$ cat config.mk
export PLATFORM = sky130hd
export DESIGN_NAME = ebalu_core
export DESIGN_NICKNAME = d
export VERILOG_FILES = /design/src/ebalu_core.v
export VERILOG_INCLUDE_DIRS = /design/src /design/src/inc
export SDC_FILE = /design/constraint.sdc
export NUM_CORES = 1
export LEC_CHECK = 0
export BUFFER_PORTS_ARGS = -buffer_cell sky130_fd_sc_hd__buf_4
export CAP_MARGIN = 20
export CORE_ASPECT_RATIO = 0.5
export CORE_MARGIN = 5
export CORE_UTILIZATION = 55
export DETAILED_ROUTE_END_ITERATION = 6
export PLACE_DENSITY = 0.76
export SLEW_MARGIN = 30
export SYNTH_ARGS = -nofsm -noshare
export SYNTH_HDL_FRONTEND = slang
export SYNTH_SLANG_ARGS = --single-unit
export TNS_END_PERCENT = 5
$ cat constraint.sdc
create_clock -name clk -period 1.8 [get_ports clk]
set_clock_uncertainty 0.05 [all_clocks]
set_input_delay 0.18 -clock clk [delete_from_list [all_inputs] [get_ports clk]]
set_output_delay 0.18 -clock clk [all_outputs]
set_load 0.01 [all_outputs]
$ cat src/inc/ebalu_regs.vh
// constants for the eight bit alu and branch unit
`ifndef EBALU_REGS_VH
`define EBALU_REGS_VH
// operation codes (6 bits)
`define EB_OP_NOP 6'h00
`define EB_OP_ADD 6'h01
`define EB_OP_ADC 6'h02
`define EB_OP_ADD_IMMEDIATE_WORD 6'h03
`define EB_OP_SUB 6'h04
`define EB_OP_SUBC 6'h05
`define EB_OP_SBB 6'h06
`define EB_OP_SBBC 6'h07
`define EB_OP_SUBTRACT_IMMEDIATE_WORD 6'h08
`define EB_OP_AND 6'h09
`define EB_OP_ANDC 6'h0A
`define EB_OP_OR 6'h0B
`define EB_OP_ORC 6'h0C
`define EB_OP_XOR 6'h0D
`define EB_OP_COM 6'h0E
`define EB_OP_NEG 6'h0F
`define EB_OP_SBR 6'h10
`define EB_OP_CBR 6'h11
`define EB_OP_INC 6'h12
`define EB_OP_DEC 6'h13
`define EB_OP_TST 6'h14
`define EB_OP_CLR 6'h15
`define EB_OP_SER 6'h16
`define EB_OP_MUL 6'h17
`define EB_OP_MULTIPLY_SIGNED 6'h18
`define EB_OP_MULTIPLY_MIXED_SIGN 6'h19
`define EB_OP_FRACTIONAL_MULTIPLY_UNSIGNED 6'h1A
`define EB_OP_FRACTIONAL_MULTIPLY_SIGNED 6'h1B
`define EB_OP_FRACTIONAL_MULTIPLY_MIXED 6'h1C
`define EB_OP_INDIRECT_JUMP 6'h1D
`define EB_OP_INDIRECT_CALL 6'h1E
`define EB_OP_COMPARE_SKIP_EQUAL 6'h1F
`define EB_OP_CP 6'h20
`define EB_OP_CPC 6'h21
`define EB_OP_CPI 6'h22
`define EB_OP_SKRC 6'h23
`define EB_OP_SKRS 6'h24
`define EB_OP_SKIC 6'h25
`define EB_OP_SKIS 6'h26
`define EB_OP_BRS 6'h27
`define EB_OP_BRC 6'h28
// status flag positions
`define EB_F_C 0
`define EB_F_Z 1
`define EB_F_N 2
`define EB_F_V 3
`define EB_F_S 4
`define EB_F_H 5
`define EB_F_T 6
`define EB_F_I 7
`define EB_FC 0
// constants
`define EB_ONES 8'hFF
`define EB_ZERO 8'h00
`define EB_STATUS_FLAGS_REGISTER_RST 8'h00
`define EB_CYC_ONE 2'h1
`define EB_CYC_TWO 2'h2
`define EB_CYC_THREE 2'h3
`endif

$ cat src/ebalu_core.v
// eight bit alu and branch unit datapath
`timescale 1ns/10ps
`include "ebalu_regs.vh"
module ebalu_core #(
  parameter PC_W = 16
) (
  input wire clk,
  input wire rst_n,
  input wire op_valid,
  input wire [5:0] op_code,
  input wire [7:0] rd_val,
  input wire [7:0] rr_val,
  input wire [7:0] rdh_val,
  input wire [7:0] imm_val,
  input wire [2:0] bit_sel,
  input wire [7:0] io_val,
  input wire next_two_word,
  input wire [PC_W-1:0] pc_val,
  input wire [PC_W-1:0] z_ptr,
  input wire [PC_W-1:0] br_offset,
  input wire [7:0] status_flags_register_in,
  output wire op_ready,
  output reg res_we,
  output reg [7:0] res_lo,
  output reg res_hi_we,
  output reg [7:0] res_hi,
  output reg prod_we,
  output reg status_flags_register_we,
  output reg [7:0] status_flags_register_out,
  output reg pc_we,
  output reg [PC_W-1:0] pc_out,
  output reg push_ret,
  output reg done
);

  // =====================================================
  // arithmetic helpers
  // =====================================================
  reg [7:0] r_d;
  reg [7:0] res8;
  reg [15:0] res16;
  reg [15:0] prod;
  reg [7:0] fl;
  reg wr_lo;
  reg wr_hi;
  reg wr_prod;
  reg wr_fl;
  reg jmp;
  reg [PC_W-1:0] tgt;
  reg [1:0] cyc;
  reg skip_c;
  reg take;
  reg ret;
  reg [8:0] sum9;
  reg [4:0] sum5;
  reg [7:0] opb;
  reg cin;
  reg sub;
  reg [16:0] w17;
  reg [PC_W-1:0] skip_pc;

  // busy pipeline for multi-cycle operations
  reg [1:0] cnt_q;
  reg [1:0] cnt_d;
  reg res_we_d;
  reg res_hi_we_d;
  reg prod_we_d;
  reg status_flags_register_we_d;
  reg pc_we_d;
  reg push_d;
  reg done_d;
  reg [7:0] lo_d;
  reg [7:0] hi_d;
  reg [7:0] fl_d;
  reg [PC_W-1:0] pc_d;

  assign op_ready = (cnt_q == 2'h0);

  // =====================================================
  // decode and compute
  // =====================================================
  always @* begin
    r_d = rd_val;
    res8 = `EB_ZERO;
    res16 = 16'h0000;
    prod = 16'h0000;
    fl = status_flags_register_in;
    wr_lo = 1'b0;
    wr_hi = 1'b0;
    wr_prod = 1'b0;
    wr_fl = 1'b0;
    jmp = 1'b0;
    tgt = pc_val;
    cyc = `EB_CYC_ONE;
    skip_c = 1'b0;
    take = 1'b0;
    ret = 1'b0;
    sum9 = 9'h000;
    sum5 = 5'h00;
    opb = rr_val;
    cin = 1'b0;
    sub = 1'b0;
    w17 = 17'h00000;
    skip_pc = pc_val + (next_two_word ? {{(PC_W-2){1'b0}}, 2'h3} : {{(PC_W-2){1'b0}}, 2'h2});
    case (op_code)
      `EB_OP_ADD, `EB_OP_ADC: begin
        cin = (op_code == `EB_OP_ADC) & status_flags_register_in[`EB_FC];
        sum9 = {1'b0, r_d} + {1'b0, opb} + {8'h00, cin};
        sum5 = {1'b0, r_d[3:0]} + {1'b0, opb[3:0]} + {4'h0, cin};
        res8 = sum9[7:0];
        wr_lo = 1'b1;
        wr_fl = 1'b1;
        fl[`EB_FC] = sum9[8];
        fl[`EB_F_H] = sum5[4];
        fl[`EB_F_V] = (r_d[7] == opb[7]) & (res8[7] != r_d[7]);
      end
      `EB_OP_SUB, `EB_OP_SUBC, `EB_OP_SBB, `EB_OP_SBBC, `EB_OP_CP, `EB_OP_CPC, `EB_OP_CPI, `EB_OP_NEG: begin
        sub = 1'b1;
        if ((op_code == `EB_OP_SUBC) || (op_code == `EB_OP_SBBC) || (op_code == `EB_OP_CPI))
          opb = imm_val;
        if (op_code == `EB_OP_NEG) begin
          r_d = `EB_ZERO;
          opb = rd_val;
        end
        cin = ((op_code == `EB_OP_SBB) || (op_code == `EB_OP_SBBC) || (op_code == `EB_OP_CPC)) & status_flags_register_in[`EB_FC];
        sum9 = {1'b0, r_d} - {1'b0, opb} - {8'h00, cin};
        sum5 = {1'b0, r_d[3:0]} - {1'b0, opb[3:0]} - {4'h0, cin};
        res8 = sum9[7:0];
        wr_lo = (op_code != `EB_OP_CP) && (op_code != `EB_OP_CPC) && (op_code != `EB_OP_CPI);
        wr_fl = 1'b1;
        fl[`EB_FC] = sum9[8];
        fl[`EB_F_H] = sum5[4];
        fl[`EB_F_V] = (r_d[7] != opb[7]) & (res8[7] != r_d[7]);
      end
      `EB_OP_ADD_IMMEDIATE_WORD, `EB_OP_SUBTRACT_IMMEDIATE_WORD: begin
        if (op_code == `EB_OP_ADD_IMMEDIATE_WORD)
          w17 = {1'b0, rdh_val, rd_val} + {9'h000, imm_val};
        else
          w17 = {1'b0, rdh_val, rd_val} - {9'h000, imm_val};
        res16 = w17[15:0];
        res8 = res16[7:0];
        wr_lo = 1'b1;
        wr_hi = 1'b1;
        wr_fl = 1'b1;
        cyc = `EB_CYC_TWO;
        fl[`EB_FC] = w17[16];
        fl[`EB_F_V] = (op_code == `EB_OP_ADD_IMMEDIATE_WORD) ? (~rdh_val[7] & res16[15]) : (rdh_val[7] & ~res16[15]);
      end
      // logic, mask ops, test and clear
      `EB_OP_AND, `EB_OP_ANDC, `EB_OP_OR, `EB_OP_ORC, `EB_OP_XOR, `EB_OP_SBR, `EB_OP_CBR, `EB_OP_TST,
      `EB_OP_CLR: begin
        case (op_code)
          `EB_OP_AND: res8 = r_d & rr_val;
          `EB_OP_ANDC: res8 = r_d & imm_val;
          `EB_OP_OR: res8 = r_d | rr_val;
          `EB_OP_ORC, `EB_OP_SBR: res8 = r_d | imm_val;
          `EB_OP_XOR: res8 = r_d ^ rr_val;
          `EB_OP_CBR: res8 = r_d & (`EB_ONES - imm_val);
          `EB_OP_TST: res8 = r_d & r_d;
          default: res8 = r_d ^ r_d;
        endcase
        wr_lo = (op_code != `EB_OP_TST);
        wr_fl = 1'b1;
        fl[`EB_F_V] = 1'b0;
      end
      `EB_OP_COM: begin
        res8 = `EB_ONES - r_d;
        wr_lo = 1'b1;
        wr_fl = 1'b1;
        fl[`EB_FC] = 1'b1;
        fl[`EB_F_V] = 1'b0;
      end
      `EB_OP_INC, `EB_OP_DEC: begin
        res8 = (op_code == `EB_OP_INC) ? r_d + 8'h01 : r_d - 8'h01;
        wr_lo = 1'b1;
        wr_fl = 1'b1;
        fl[`EB_F_V] = (op_code == `EB_OP_INC) ? (r_d == 8'h7F) : (r_d == 8'h80);
      end
      `EB_OP_SER: begin
        res8 = `EB_ONES;
        wr_lo = 1'b1;
      end
      `EB_OP_MUL, `EB_OP_MULTIPLY_SIGNED, `EB_OP_MULTIPLY_MIXED_SIGN, `EB_OP_FRACTIONAL_MULTIPLY_UNSIGNED, `EB_OP_FRACTIONAL_MULTIPLY_SIGNED, `EB_OP_FRACTIONAL_MULTIPLY_MIXED: begin
        case (op_code)
          `EB_OP_MUL, `EB_OP_FRACTIONAL_MULTIPLY_UNSIGNED: prod = {8'h00, r_d} * {8'h00, rr_val};
          `EB_OP_MULTIPLY_SIGNED, `EB_OP_FRACTIONAL_MULTIPLY_SIGNED: prod = {{8{r_d[7]}}, r_d} * {{8{rr_val[7]}}, rr_val};
          default: prod = {{8{r_d[7]}}, r_d} * {8'h00, rr_val};
        endcase
        fl[`EB_FC] = prod[15];
        if (op_code >= `EB_OP_FRACTIONAL_MULTIPLY_UNSIGNED)
          prod = {prod[14:0], 1'b0};
        wr_prod = 1'b1;
        wr_fl = 1'b1;
        cyc = `EB_CYC_TWO;
        fl[`EB_F_Z] = (prod == 16'h0000);
      end
      `EB_OP_INDIRECT_JUMP, `EB_OP_INDIRECT_CALL: begin
        jmp = 1'b1;
        tgt = z_ptr;
        ret = (op_code == `EB_OP_INDIRECT_CALL);
        cyc = ret ? `EB_CYC_THREE : `EB_CYC_TWO;
      end
      // compare skip, register bit, io bit
      `EB_OP_COMPARE_SKIP_EQUAL, `EB_OP_SKRC, `EB_OP_SKRS, `EB_OP_SKIC, `EB_OP_SKIS: begin
        case (op_code)
          `EB_OP_COMPARE_SKIP_EQUAL: skip_c = (rd_val == rr_val);
          `EB_OP_SKRC: skip_c = ~rr_val[bit_sel];
          `EB_OP_SKRS: skip_c = rr_val[bit_sel];
          `EB_OP_SKIC: skip_c = ~io_val[bit_sel];
          default: skip_c = io_val[bit_sel];
        endcase
        jmp = skip_c;
        tgt = skip_pc;
        cyc = ~skip_c ? `EB_CYC_ONE : (next_two_word ? `EB_CYC_THREE : `EB_CYC_TWO);
      end
      `EB_OP_BRS, `EB_OP_BRC: begin
        take = (op_code == `EB_OP_BRS) ? status_flags_register_in[bit_sel] : ~status_flags_register_in[bit_sel];
        jmp = take;
        tgt = pc_val + br_offset + {{(PC_W-1){1'b0}}, 1'b1};
        cyc = take ? `EB_CYC_TWO : `EB_CYC_ONE;
      end
      default: begin
        cyc = `EB_CYC_ONE;
      end
    endcase
    if (wr_fl && !wr_prod) begin
      if (wr_hi) begin
        fl[`EB_F_Z] = (res16 == 16'h0000);
        fl[`EB_F_N] = res16[15];
      end else begin
        fl[`EB_F_Z] = (res8 == `EB_ZERO);
        // carry-in subtracts and compares keep zero only when still zero
        if ((op_code == `EB_OP_CPC) || (op_code == `EB_OP_SBB) || (op_code == `EB_OP_SBBC))
          fl[`EB_F_Z] = (res8 == `EB_ZERO) & status_flags_register_in[`EB_F_Z];
        fl[`EB_F_N] = res8[7];
      end
      fl[`EB_F_S] = fl[`EB_F_N] ^ fl[`EB_F_V];
    end
  end

  // =====================================================
  // result registers and cycle counter
  // =====================================================
  always @* begin
    cnt_d = (cnt_q != 2'h0) ? cnt_q - 2'h1 : 2'h0;
    res_we_d = 1'b0;
    res_hi_we_d = 1'b0;
    prod_we_d = 1'b0;
    status_flags_register_we_d = 1'b0;
    pc_we_d = 1'b0;
    push_d = 1'b0;
    done_d = (cnt_q == 2'h1);
    lo_d = res_lo;
    hi_d = res_hi;
    fl_d = status_flags_register_out;
    pc_d = pc_out;
    if (op_valid && op_ready) begin
      cnt_d = cyc - 2'h1;
      res_we_d = wr_lo;
      res_hi_we_d = wr_hi;
      prod_we_d = wr_prod;
      status_flags_register_we_d = wr_fl;
      pc_we_d = jmp;
      push_d = ret;
      done_d = (cyc == `EB_CYC_ONE);
      lo_d = wr_prod ? prod[7:0] : res8;
      hi_d = wr_prod ? prod[15:8] : res16[15:8];
      fl_d = fl;
      pc_d = tgt;
    end
  end

  always @(posedge clk or negedge rst_n) begin
    if (!rst_n) begin
      cnt_q <= 2'h0;
      res_we <= 1'b0;
      res_hi_we <= 1'b0;
      prod_we <= 1'b0;
      status_flags_register_we <= 1'b0;
      pc_we <= 1'b0;
      push_ret <= 1'b0;
      done <= 1'b0;
      res_lo <= `EB_ZERO;
      res_hi <= `EB_ZERO;
      status_flags_register_out <= `EB_STATUS_FLAGS_REGISTER_RST;
      pc_out <= {PC_W{1'b0}};
    end else begin
      cnt_q <= cnt_d;
      res_we <= res_we_d;
      res_hi_we <= res_hi_we_d;
      prod_we <= prod_we_d;
      status_flags_register_we <= status_flags_register_we_d;
      pc_we <= pc_we_d;
      push_ret <= push_d;
      done <= done_d;
      res_lo <= lo_d;
      res_hi <= hi_d;
      status_flags_register_out <= fl_d;
      pc_out <= pc_d;
    end
  end

endmodule

## Yosys cells after proc, flatten, opt, wreduce, memory -nomap -nowiden

Index checks and enable logic that the tools add are counted.

- $add $sub $neg: 19
- Multiply operators: 3
- Order comparisons: 2
- Eq/ne operators: 53
- Mux-type cells: 59
- Bitwise operators: 21
- Reduce and logical (&&, ||, !) cells: 32

Operators by type and width:

| cell | count |
|---|---|
| 8-bit one-hot mux with 7 select lines | 2 |
| 6-bit by 5-bit == test with 1-bit output, second input constant | 16 |
| 16-bit two-way mux | 4 |
| 8-bit two-way mux | 8 |
| 6-bit == test, second input constant | 9 |
| 6-bit by 4-bit == test with 1-bit output, second input constant | 8 |
| 16-bit one-hot mux with 3 select lines | 1 |
| 17-bit two-way mux | 2 |
| 8-bit AND | 4 |
| 16-bit zero test | 2 |
| 8-bit by 8-bit multiplier with 16-bit output | 2 |
| 16-bit one-hot mux with 2 select lines | 1 |
| 30-bit OR reduction | 1 |
| 6-bit by 3-bit == test with 1-bit output, second input constant | 4 |
| 1-bit two-way mux | 24 |
| 8-bit OR reduction | 3 |
| 6-bit inequality test, second input constant | 3 |
| 16-bit by 8-bit adder with 17-bit output | 1 |
| 16-bit by 8-bit subtractor with 17-bit output | 1 |
| 16-bit by 1-bit adder with 16-bit output, second input constant | 1 |
| 16-bit adder | 1 |
| 16-bit by 2-bit adder with 16-bit output | 1 |
| 8-bit by 9-bit multiplier with 16-bit output | 1 |
| 8-bit bitwise OR | 2 |
| 45 further kinds | 87 |

- Register bits: 49
- Input bits: 109
- Output and inout port bits: 48
- Word-level logic and storage cells: 201

## Logic depth before layout (Yosys ltp)

- Depth after elaboration: 16
- Mapped depth: 24
- Gate-level depth less buffers: 23

## Least setup slack after synthesis

Ideal clock, no wire load.

- Path kind: input -> register
- Start point: input port rd_val[5]
- End point: register status_flags_register_out[1]
- Library setup time: 0.065 ns
- Data arrival time: 5.243 ns
- Data required time: 1.685 ns
- Setup slack: -3.559 ns
- Stages on the path: 20
- Path buffers: 1
- Path through: clkbuf_1 nand2_1 fa_1 fa_1 inv_1 fa_1 inv_1 fa_1 inv_1 ha_1 a21o_1 a221oi_1 a221oi_1 o41ai_1 xnor2_1 o22ai_1 a211o_1 o21ai_0 nor4b_1 o221a_2

- Cells in the longest elaborated chain, start to end: 11
- Elaborated cells between the ends (all ways): 42
- Those cells by class: add/sub: 9; mul: 3; mux: 18; bitwise: 9; reduce/logical: 3

Ends and longest elaborated chain:

| item | RTL line | source |
|---|---|---|
| from (decl) | ebalu_core.v:11 | `input wire [7:0] rd_val,` |
| 8-bit two-way mux | ebalu_core.v:121 | `` if (op_code == `EB_OP_NEG) begin `` |
| 8-bit two-way mux | ebalu_core.v:105 | `case (op_code)` |
| 8-bit by 8-bit subtractor with 9-bit output | ebalu_core.v:126 | `sum9 = {1'b0, r_d} - {1'b0, opb} - {8'h00, cin};` |
| 9-bit by 1-bit subtractor with 9-bit output | ebalu_core.v:126 |  |
| 8-bit one-hot mux with 7 select lines | ebalu_core.v:105 |  |
| 8-bit zero test (no line) | - |  |
| 1-bit AND | ebalu_core.v:234 | `` fl[`EB_F_Z] = (res8 == `EB_ZERO) & status_flags_register_in[`EB_F_Z]; `` |
| 1-bit two-way mux | ebalu_core.v:233 | `` if ((op_code == `EB_OP_CPC) \|\| (op_code == `EB_OP_SBB) \|\| (op_code == `EB_OP_SBBC)) `` |
| 2-bit two-way mux | ebalu_core.v:227 | `if (wr_hi) begin` |
| 2-bit two-way mux | ebalu_core.v:226 | `if (wr_fl && !wr_prod) begin` |
| 2-bit two-way mux * | ebalu_core.v:226 |  |
| to (signal assigned) | ebalu_core.v:285 | `` status_flags_register_out <= `EB_STATUS_FLAGS_REGISTER_RST; `` |
| to (signal assigned) | ebalu_core.v:298 | `status_flags_register_out <= fl_d;` |
| to (decl) | ebalu_core.v:29 | `output reg [7:0] status_flags_register_out,` |

Every way passes the cells marked *; elsewhere a longest branch is shown, timed or not. The select of a mux whose other input is x is not followed.
A chain may end at the register's enable or synchronous reset.

## Worst setup path after layout

- Start point: input port rr_val[3]
- End point: register status_flags_register_out[1]

- Cells in the longest elaborated chain, start to end: 12
- Elaborated cells between the ends (all ways): 26
- Those cells by class: add/sub: 4; mul: 3; mux: 13; bitwise: 4; reduce/logical: 2

Ends and longest elaborated chain:

| item | RTL line | source |
|---|---|---|
| from (decl) | ebalu_core.v:12 | `input wire [7:0] rr_val,` |
| 8-bit two-way mux | ebalu_core.v:119 | `` if ((op_code == `EB_OP_SUBC) \|\| (op_code == `EB_OP_SBBC) \|\| (op_code == `EB_OP_CPI)) `` |
| 8-bit two-way mux | ebalu_core.v:121 |  |
| 8-bit two-way mux | ebalu_core.v:105 |  |
| 8-bit by 8-bit subtractor with 9-bit output | ebalu_core.v:126 |  |
| 9-bit by 1-bit subtractor with 9-bit output | ebalu_core.v:126 |  |
| 8-bit one-hot mux with 7 select lines | ebalu_core.v:105 |  |
| 8-bit zero test (no line) | - |  |
| 1-bit AND | ebalu_core.v:234 |  |
| 1-bit two-way mux | ebalu_core.v:233 |  |
| 2-bit two-way mux | ebalu_core.v:227 |  |
| 2-bit two-way mux | ebalu_core.v:226 |  |
| 2-bit two-way mux * | ebalu_core.v:226 |  |

Marks and branches as above.

==> out/qor.txt <==
Status: finished, violations left
Failing checks: setup timing
Final-report setup violation count: 42
RSZ-0062 raised after global routing: true
H-tree depth: 2
Share of post-route cells with drive strength above 1: 0.379
Yosys cell types: 89
Prevailing post-synth register cell: dfrtp_1
Std-Cell Core Area: 0.0240 mm²
Power share of the clock group: 0.054
FP Rows: 40
Setup WS post-layout: -3.25 ns
Peak VDD IR: 1.05 mV
Kind of end point of the critical path: register
Cell area after synthesis: 0.0134 mm²
Post-placement cell count: 2604
First-pass GRT wire length: 83700 µm
Clk buf depth: 2
Starting density of the core: 0.559
Largest net degree at the start of global routing: 50
Die span in x: 231 µm
Net Sw Frac: 0.486
Area grow syn2layout: 46.9%
Reg area: 0.00123 mm²
Max cap viols: 0
Startpoint types: primary input
Max Fclk: 198 MHz
Initial DRT Pass Iterations: 6
Number of port buffers: 156
Place WS: -3.75 ns
Synth Area per Inst: 7.79 µm²
Max Slew Vio Count: 0
Detail-routed via count per cell: 6.09
CTS tree: done
I/O Pins: 157
PwrDens: 961 mW/mm²
Area occupied by multi-input gates: 0.0119 mm²
Sequential fraction of the synthesis area: 0.0913
Final WL: 56200 µm
Comb pwr share: 0.859
DP Area: 0.0186 mm²
Worst-Margin Slew: 0.661 ns
ANT nets after route: 0
Number of synthesized register bits: 49
Number of global-route vias before repair: 15900
Fin cells: 2631
Fill cells: 1461
Clk slew on worst S/H paths: 0.08 ns
WP data required: 2.00 ns
Ys Warns: 0
Crit path max fanout: 9
Cells after synthesis: 1724
CTS root buffer: clkbuf_16
EDFF count, synth: 0
DRC viols: 0
Rel. slew slack: 0.559
Fin area: 0.0197 mm²
Final period util: 2.81
Post-DP HPWL: 44700 µm
Hold/Removal Path Class: in2reg
Die height: 120 µm
Initial antenna violation count: 0
Hold Violations, Final: 0
Leak pwr: 9.94 nW
Commonest cells after routing, fill and taps aside: 624 x buf_4, 241 x inv_1, 160 x nand2_1
WL/cell: 21.4 µm
Pint: 9.75 mW
Worst setup path class: in2reg
CTS Sinks: 49
Final hold slack: 0.0581 ns
Initial DRC Count: 1735
Nets@finish: 2708
GRT overflow: 0
Final Critical Period: 5.05 ns
GPL Wtd Cong: 0.998
Net Switching: 9.21 mW
Synth async-reset ratio: 1.00
Commonest non-fill, non-tap cell in the layout: buf_4
Crit path DAT: 5.25 ns
Total CTS buffers: 5
Area of the die: 0.0278 mm²
Ant. Diodes: 0
Vias: 16000
Total GRT Usage: 0.379
Clock Latency Late Sink: 0.29 ns
Syn nets: 2117
Reg power frac: 0.087
[final timing paths]
path | from | endpoint | depth (start not counted) | slack, ns
max | rr_val[3] | status_flags_register_out[1] | 23 | -3.25
min | status_flags_register_in[7] | status_flags_register_out[7] | 3 | 0.06
max reg2reg | cnt_q[0] | status_flags_register_out[4] | 5 | -0.04
min reg2reg | status_flags_register_out[7] | status_flags_register_out[7] | 2 | 0.44
max in group asynchronous | rst_n | status_flags_register_out[5] | 2 | 0.84
min in group asynchronous | rst_n | pc_out[8] | 2 | 0.39
[cell type report]
class	count	share of cell area
multi-input cells	1339	0.601
repair buffers	654	0.258
flip-flops and latches	49	0.0622
inverters	266	0.0509
well taps	315	0.0200
clock buffers	5	0.00634
clock inverters	3	0.00146
[metrics by stage]
step	utilization	power [mW]	TNS, ns
after detailed placement	0.774	15.6	-78.02
after global placement	0.774	15.2	-75.36
after global routing	0.821	20.1	-61.87
after floorplan	-	9.49	-60.81
after CTS	0.808	17.7	-54.70
final	0.821	19.0	-56.81
[sequential cells by signal (all words and copies together), names as in the netlist]
| name | cells |
|---|---|
| pc_out | 16 |
| pc_we | 1 |
| cnt_q | 2 |
| done | 1 |
| res_hi_we | 1 |
| res_we | 1 |
| res_lo | 8 |
| status_flags_register_out | 8 |
| prod_we | 1 |
| res_hi | 8 |
| push_ret | 1 |
| status_flags_register_we | 1 |
[worst max-delay path: stages]
cell	delay, ns
buf_12	0.12
and2_4	0.15
inv_1	0.06
fa_2	0.37
inv_2	0.10
fa_1	0.45
fa_1	0.50
inv_1	0.06
fa_1	0.60
inv_1	0.07
ha_2	0.38
nand2b_4	0.06
a211oi_2	0.25
buf_4	0.15
buf_4	0.09
nor3_1	0.05
a221o_1	0.33
nor4_4	0.30
and4_1	0.22
nand4_1	0.14
nor4b_4	0.26
buf_4	0.19
o221a_4	0.17
[power by group through the flow]
stage	combinational, mW	sequential (mW)	clock, mW
after floorplan	7.72	1.77	0
after global placement	13.6	1.65	0
after detailed placement	14.0	1.66	0
after CTS	15.0	1.65	1.03
after global routing	17.3	1.69	1.07
final	16.3	1.65	1.02
[timing repair]
item	4_1_cts	5_1_grt
hold endpoints to repair	49	0
pin swaps	67	60
hold buffers	1	0
buffers inserted	15	4
setup endpoints to repair	42	43
gates resized for setup	154	84
[Yosys cell counts, drive strengths merged, types with 5 or more instances]
library cell,number,area (µm²)
nor2,136,513
xnor2,52,455
o2111ai,6,52.6
o211ai,18,135
clkbuf,56,210
or2,5,31.3
o221ai,8,70.1
mux2i,13,130
a31oi,14,87.6
a21o,28,210
o21bai,9,67.6
nor4b,9,78.8
o21a,12,90.1
a211o,5,43.8
o22ai,12,88.8
a21oi,100,500
nand3b,7,65.1
nand2b,23,144
inv,264,991
nand2,179,672
o41ai,5,43.8
mux4,6,135
buf,14,81.3
xor2,40,350
o311ai,5,43.8
a2111oi,5,50.0
or3,12,75.1
o31ai,6,45.0
nor4,11,75.1
or4b,5,53.8
ha,157,1960
nand3,22,110
nor2b,10,62.6
nor3,33,170
a211oi,17,145
fa,127,2540
o21ai,101,505
dfrtp,49,1230
a221oi,18,158
nand4,12,75.1
and2,40,250
and3,13,81.3
[layer usage]
metal  track usage  routed length (µm)
met1         0.459               20900
met2         0.629               25600
met3        0.0997                6370
met4         0.195                3370
met5             0                   0
[cell families (layout without fill, tap and decap cells)]
group                      count (synthesis)  in the layout  synth area share
AOI/OAI and AO/OA                        410            410             0.202
xor gates and xnor gates                  92             92            0.0600
adders and majority gates                284            284             0.336
buffers and inverters                    336            928            0.0961
DFF                                       49             49            0.0913
muxes                                     22             22            0.0223
and+or+nand+nor                          531            531             0.192
(Power assumes the default switching activity.)
